[src/ddc_tuning_pkg.sv]
// shared constants for the tuning configuration register bank
package ddc_tuning_pkg;
  localparam int          ADDR_W            = 5;
  localparam int          DATA_W            = 8;
  localparam int          SAMPLE_W          = 14;
  // register indices, byte wide
  localparam logic [4:0]  CHAN_A_PHASE_LO_ADDR = 5'h0b;
  localparam logic [4:0]  CHAN_A_PHASE_HI_ADDR = 5'h0c;
  localparam logic [4:0]  CHAN_B_FREQ_B0_ADDR  = 5'h0d;
  localparam logic [4:0]  CHAN_B_FREQ_B3_ADDR  = 5'h10;
  localparam logic [4:0]  CHAN_B_PHASE_LO_ADDR = 5'h11;
  localparam logic [4:0]  CHAN_B_PHASE_HI_ADDR = 5'h12;
  localparam logic [4:0]  SOURCE_ADDR       = 5'h13;
  localparam logic [4:0]  COMMIT_ADDR       = 5'h1f;
  // source field positions
  localparam int          SRC_A_LSB         = 0;
  localparam int          SRC_B_LSB         = 2;
  // reset values
  localparam logic [15:0] PHASE_RESET       = 16'h0000;
  localparam logic [31:0] FREQ_RESET        = 32'h0000_0000;
  localparam logic [1:0]  SRC_A_RESET       = 2'h0;
  localparam logic [1:0]  SRC_B_RESET       = 2'h1;
  localparam logic [7:0]  TEST_RESET        = 8'h00;
  // source selections
  localparam logic [1:0]  SRC_FIRST         = 2'h0;
  localparam logic [1:0]  SRC_SECOND        = 2'h1;
endpackage

[src/ddc_tuning_config_regs.sv]
// tuning configuration register bank with input source multiplexer
`timescale 1ns/1ps
`default_nettype none
module ddc_tuning_config_regs
  import ddc_tuning_pkg::*;
#(
  parameter int SW = SAMPLE_W
) (
  input  wire logic                sys_clk_i,
  input  wire logic                sys_rst_i,
  input  wire logic [ADDR_W-1:0]   addr_i,
  input  wire logic [DATA_W-1:0]   wdata_i,
  input  wire logic                wr_i,
  input  wire logic                rd_i,
  output logic      [DATA_W-1:0]   rdata_o,
  input  wire logic [SW-1:0]       sample_port_first_i,
  input  wire logic [SW-1:0]       sample_port_second_i,
  input  wire logic [SW-1:0]       test_sample_i,
  output logic      [15:0]         chan_a_oscillator_phase_angle_o,
  output logic      [31:0]         chan_b_freq_word_o,
  output logic      [15:0]         chan_b_oscillator_phase_angle_o,
  output logic      [SW-1:0]       chan_a_sample_o,
  output logic      [SW-1:0]       chan_b_sample_o
);

  // ****************************************************************
  // state
  // ****************************************************************
  typedef struct packed {
    logic [15:0]       chan_a_phase_stage;
    logic [31:0]       chan_b_freq_stage;
    logic [15:0]       chan_b_phase_stage;
    logic [15:0]       chan_a_phase_live;
    logic [31:0]       chan_b_freq_live;
    logic [15:0]       chan_b_phase_live;
    logic [1:0]        src_a;
    logic [1:0]        src_b;
    logic [DATA_W-1:0] rdata;
    logic [SW-1:0]     samp_a;
    logic [SW-1:0]     samp_b;
  } state_type;

  // which register a bus index names
  typedef enum {
    SEL_NONE,
    SEL_A_PHASE_LO,
    SEL_A_PHASE_HI,
    SEL_B_FREQ,
    SEL_B_PHASE_LO,
    SEL_B_PHASE_HI,
    SEL_SOURCE,
    SEL_COMMIT
  } reg_sel_type;

  state_type state_reg;
  state_type state_next;

  // ****************************************************************
  // decoding
  // ****************************************************************
  // shared by write and read paths so both always agree on the map
  function automatic reg_sel_type decode(input logic [ADDR_W-1:0] a);
    if (a == CHAN_A_PHASE_LO_ADDR) begin
      decode = SEL_A_PHASE_LO;
    end else if (a == CHAN_A_PHASE_HI_ADDR) begin
      decode = SEL_A_PHASE_HI;
    end else if (a >= CHAN_B_FREQ_B0_ADDR && a <= CHAN_B_FREQ_B3_ADDR) begin
      decode = SEL_B_FREQ;
    end else if (a == CHAN_B_PHASE_LO_ADDR) begin
      decode = SEL_B_PHASE_LO;
    end else if (a == CHAN_B_PHASE_HI_ADDR) begin
      decode = SEL_B_PHASE_HI;
    end else if (a == SOURCE_ADDR) begin
      decode = SEL_SOURCE;
    end else if (a == COMMIT_ADDR) begin
      decode = SEL_COMMIT;
    end else begin
      // unmapped: writes dropped, reads give zero
      decode = SEL_NONE;
    end
  endfunction

  // one byte lane of a wider word
  function automatic logic [7:0] byte_of(input logic [31:0] w, input logic [1:0] lane);
    byte_of = w[8*lane +: 8];
  endfunction

  function automatic logic [SW-1:0] pick_source(input logic [1:0] sel,
                                                input logic [SW-1:0] first,
                                                input logic [SW-1:0] second,
                                                input logic [SW-1:0] test);
    if (sel == SRC_FIRST) begin
      pick_source = first;
    end else if (sel == SRC_SECOND) begin
      pick_source = second;
    end else begin
      pick_source = test;
    end
  endfunction

  // ****************************************************************
  // next state
  // ****************************************************************
  always_comb begin
    reg_sel_type sel;
    logic [1:0]  lane;
    sel        = decode(addr_i);
    lane       = 2'(addr_i - CHAN_B_FREQ_B0_ADDR);
    state_next = state_reg;

    // write path
    if (wr_i) begin
      case (sel)
        SEL_A_PHASE_LO: begin
          state_next.chan_a_phase_stage[7:0] = wdata_i;
        end
        SEL_A_PHASE_HI: begin
          state_next.chan_a_phase_stage[15:8] = wdata_i;
        end
        SEL_B_FREQ: begin
          state_next.chan_b_freq_stage[8*lane +: 8] = wdata_i;
        end
        SEL_B_PHASE_LO: begin
          state_next.chan_b_phase_stage[7:0] = wdata_i;
        end
        SEL_B_PHASE_HI: begin
          state_next.chan_b_phase_stage[15:8] = wdata_i;
        end
        SEL_SOURCE: begin
          state_next.src_a = wdata_i[SRC_A_LSB +: 2];
          state_next.src_b = wdata_i[SRC_B_LSB +: 2];
        end
        SEL_COMMIT: begin
          // whole-word transfer to oscillator; staged bytes never leak
          // costs one extra write per update, but no torn frequency steps
          state_next.chan_a_phase_live = state_reg.chan_a_phase_stage;
          state_next.chan_b_freq_live  = state_reg.chan_b_freq_stage;
          state_next.chan_b_phase_live = state_reg.chan_b_phase_stage;
        end
        default: begin
          state_next.src_a = state_reg.src_a;
        end
      endcase
    end

    // read path: staged bytes read back, so software sees what it wrote
    state_next.rdata = '0;
    if (rd_i) begin
      case (sel)
        SEL_A_PHASE_LO: begin
          state_next.rdata = state_reg.chan_a_phase_stage[7:0];
        end
        SEL_A_PHASE_HI: begin
          state_next.rdata = state_reg.chan_a_phase_stage[15:8];
        end
        SEL_B_FREQ: begin
          state_next.rdata = byte_of(state_reg.chan_b_freq_stage, lane);
        end
        SEL_B_PHASE_LO: begin
          state_next.rdata = state_reg.chan_b_phase_stage[7:0];
        end
        SEL_B_PHASE_HI: begin
          state_next.rdata = state_reg.chan_b_phase_stage[15:8];
        end
        SEL_SOURCE: begin
          state_next.rdata = {4'h0, state_reg.src_b, state_reg.src_a};
        end
        default: begin
          state_next.rdata = '0;
        end
      endcase
    end

    state_next.samp_a = pick_source(state_reg.src_a, sample_port_first_i,
                                    sample_port_second_i, test_sample_i);
    state_next.samp_b = pick_source(state_reg.src_b, sample_port_first_i,
                                    sample_port_second_i, test_sample_i);
  end

  // ****************************************************************
  // registers
  // ****************************************************************
  always_ff @(posedge sys_clk_i or posedge sys_rst_i) begin
    if (sys_rst_i) begin
      state_reg               <= '0;
      state_reg.chan_a_phase_stage <= PHASE_RESET;
      state_reg.chan_b_freq_stage  <= FREQ_RESET;
      state_reg.chan_b_phase_stage <= PHASE_RESET;
      // live words clear too, so the oscillator starts at a known point
      state_reg.chan_a_phase_live  <= PHASE_RESET;
      state_reg.chan_b_freq_live   <= FREQ_RESET;
      state_reg.chan_b_phase_live  <= PHASE_RESET;
      state_reg.src_a         <= SRC_A_RESET;
      state_reg.src_b         <= SRC_B_RESET;
    end else begin
      state_reg <= state_next;
    end
  end

  // ****************************************************************
  // outputs
  // ****************************************************************
  // angle = 2*pi*word/65536, word passed raw to oscillator
  assign chan_a_oscillator_phase_angle_o = state_reg.chan_a_phase_live;
  assign chan_b_oscillator_phase_angle_o = state_reg.chan_b_phase_live;
  assign chan_b_freq_word_o = state_reg.chan_b_freq_live;
  assign chan_a_sample_o    = state_reg.samp_a;
  assign chan_b_sample_o    = state_reg.samp_b;
  assign rdata_o            = state_reg.rdata;

endmodule
`default_nettype wire

[config.mk]
export PLATFORM = sky130hd
export DESIGN_NAME = ddc_tuning_config_regs
export DESIGN_NICKNAME = d
export VERILOG_FILES = /design/src/ddc_tuning_pkg.sv /design/src/ddc_tuning_config_regs.sv
export SDC_FILE = /design/constraint.sdc
export NUM_CORES = 1
export LEC_CHECK = 0
export BUFFER_PORTS_ARGS = -buffer_cell sky130_fd_sc_hd__clkbuf_2
export CAP_MARGIN = 20
export CORE_MARGIN = 1
export CORE_UTILIZATION = 41
export CTS_CLUSTER_SIZE = 40
export DETAILED_ROUTE_END_ITERATION = 8
export MAX_ROUTING_LAYER = met4
export PLACE_DENSITY = 0.73
export SLEW_MARGIN = 20
export SYNTH_ARGS = -nofsm -noshare
export SYNTH_HDL_FRONTEND = slang
export SYNTH_SLANG_ARGS = --single-unit
[constraint.sdc]
create_clock -name sys_clk_i -period 10.5 [get_ports sys_clk_i]
set_input_delay 2.1 -clock sys_clk_i [delete_from_list [all_inputs] [get_ports sys_clk_i]]
set_output_delay 2.1 -clock sys_clk_i [all_outputs]
set_load 0.05 [all_outputs]
==> flow_summary.ini <==
[timing]
drv_slew = 0
hold_ws_ps = 512.7
hold_violations = 0
tightest_slew_ps = 1009
period_minus_slack_ps = 4680
fmax_mhz = 213.7
fin_skew_ps = 9.921
fin_crit_sh_pct = 44.57
rsz0062_at_grt = false
relSlewSlack_pct = 32.19
setup_viol_count_final = 0
tns_ps = 0

[finish]
diodes = 0
ff_latch_area_um2 = 4205
multi_input_area_um2 = 3108
largest_reg_flops = 68
nFillCells = 1768
syn_to_final_growth_pct = 9.195
fin_nets = 795
drive_gt1_share_pct = 42.80

[global_routing]
first_global_vias = 4916
grt_max_degree = 101
antenna_found_initial = 0
overflow = 0
grt_first_pass_wirelength_um = 28870
track_usage_pct = 19.34

[synth]
synth_simple_gate_area_share_pct = 8.098
synth_cell_types = 47
synth_top_family_by_area = multiplexers
synthXorXnorAreaFrac_pct = 0
synth_seq_cells = 168
synthMuxAreaShare_pct = 21.75
synth_ff_type = dfrtp_1
netlist_instances = 683
synth_fa_ha_area_share_pct = 0.9014
ys_warn_count = 0
netlist_area_um2 = 8328
synth_compound_gate_area_share_pct = 6.566
synthArstFlopShare_pct = 100.0
ys_seq_area_share_pct = 50.50
synth_edf_count = 0
avgSynthCellArea_um2 = 12.19
syn_nets = 748

[route]
routedWlPerCell_um = 18.61
route.detailed.drc = 0
ant_nets = 0
drt-pass1-iter-count = 6
vias = 5101
drtIter0Drc = 377
routed_wl_um = 18760
detail_route.vias_per_cell = 5.061

[floorplanning]
core_um2 = 19720
die_w_um = 144.5
initial_core_util_pct = 42.24
die_h_um = 144.5
die_area_um2 = 20890
rows = 51
io_pins = 159

[worst_setup_path]
crit_fanout = 33
cp-start-kind = input pin
cp.arrival_ps = 5000
end_kind = flop
critPathKind = in2reg
cp.required_ps = 10820

[placed_design]
dp_hpwl_um = 13320
place.port_buffers = 158
place_congestion = 0.8660

[power]
total_leakage_power_nw = 4.265
vdd_drop_max_v = 0.00009688
p_per_area_nw_per_um2 = 180.8

[clocking]
clock_sinks = 168
ctsResizeCount = 0
clk_pin_slew_ps = 60
cts_hold_buf = 0
post-cts-setup-buffers = 0
clockRootBuffer = clkbuf_16
htreeDepth = 4
cts_tree = built
cts_buffers = 17
clock_latency_ps = 430
clock_path_buffers = 2

[hold_path]
min_path_type = reg2reg

[job]
drv_cap = 0

[status]
status = finished clean
-- path summary, 6_finish.rpt --
check                                                                from                                              to  slack, ps  cells past startpoint
setup / recovery                                                addr_i[0]              chan_b_freq_word_o[31]$_DFFE_PP0P_       5820                      8
setup reg to reg                                state_reg[38]$_DFFE_PP0P_                            rdata_o[0]$_DFF_PP0_       8820                      2
min in group asynchronous                                       sys_rst_i                   chan_b_sample_o[13]$_DFF_PP0_       1840                      2
max in group asynchronous                                       sys_rst_i               chan_b_freq_word_o[5]$_DFFE_PP0P_       7250                      3
hold / removal             chan_b_oscillator_phase_angle_o[8]$_DFFE_PP0P_  chan_b_oscillator_phase_angle_o[8]$_DFFE_PP0P_        510                      1
hold reg to reg            chan_b_oscillator_phase_angle_o[8]$_DFFE_PP0P_  chan_b_oscillator_phase_angle_o[8]$_DFFE_PP0P_        510                      1
-- placed cells by master, fill, tap and decap left out, types with 4 or more instances in the layout --
cell type and n:
dfrtp_1 167, clkbuf_2 158, nand2_1 113, mux2_4 60
o21ai_0 54, mux2_2 40, mux2i_1 28, clkbuf_16 17
o21ai_1 9, mux4_2 8, nand3_1 7, ha_1 6
inv_6 5, clkinv_2 5, inv_1 4, a222oi_1 4
a31oi_1 4, a22o_2 4, a32oi_1 4, a41oi_1 4
nand4_1 4
-- synthesized netlist by cell type (all sizes together), types with 2 or more instances --
master	count	area, um^2
ha	6	75.07
buf	116	935.9
o21ai	63	315.3
nand2	113	424.2
or2	2	12.51
a22o	4	40.04
clkbuf	16	60.06
mux4	8	180.2
and3	2	17.52
dfrtp	167	4179
nor2	3	13.77
a32oi	4	35.03
a31oi	4	25.02
nor3b	4	40.03
nor3	4	25.02
inv	5	18.77
a21oi	2	21.27
mux2	100	1351
mux2i	28	280.3
a222oi	4	40.04
nand3	8	45.04
nand4	4	25.02
a41oi	4	35.03
-- metrics by stage --
stage          util (%)  area (um^2)  setup WS, ps  total power, W  std cells
2_1_floorplan         -         8328          3855       0.0009723        683
3_3_place_gp      42.94         8467          5298        0.001012        975
3_5_place_dp      43.08         8494          5353        0.001018        976
4_1_cts           46.12         9094          5821        0.001661       1008
5_1_grt           46.12         9094          5648        0.001717       1008
6_report          46.12         9094          5820        0.001645       1008
-- worst max-delay path: stages --
cell,delay [ps]
clkbuf_2,290
inv_1,230
ha_1,270
or4b_4,500
a21boi_4,260
and3_4,630
buf_16,320
mux2_2,360
-- area by class of cell --
| cell class | instances | share of cell area, % |
|---|---|---|
| multi-input cells | 378 | 34.18 |
| repair buffers | 160 | 9.081 |
| flip-flops and latches | 168 | 46.24 |
| clock buffers | 17 | 4.678 |
| inverters | 5 | 0.2614 |
| clock inverters | 15 | 1.912 |
| well taps | 265 | 3.646 |
-- where the power goes --
part           switching (W)  internal, W
registers          0.0000613     0.000708
clock network       0.000265     0.000375
logic               0.000155    0.0000800
-- layer usage --
layer | wire length [um] | vias to the layer above | global-route usage, % | part of all wire (%)
li1 | - | 2369 | - | -
met1 | 8534 | 2499 | 25.29 | 46
met2 | 8720 | 212 | 29.81 | 46
met3 | 1275 | 21 | 4.470 | 6.8
met4 | 226 | 0 | 5.928 | 1.2
met5 | 0 | - | - | 0
-- cells by family (layout without fill, tap and decap cells) --
kind of cell / after synthesis / in the layout
adder cells (fa/ha/maj): 6 / 6
flip-flops: 168 / 168
AO/OA/AOI/OAI: 88 / 88
AND/OR/NAND/NOR: 148 / 148
multiplexers: 136 / 136
buffers and inverters: 137 / 197
No activity file was read; power rests on OpenSTA's default activity.
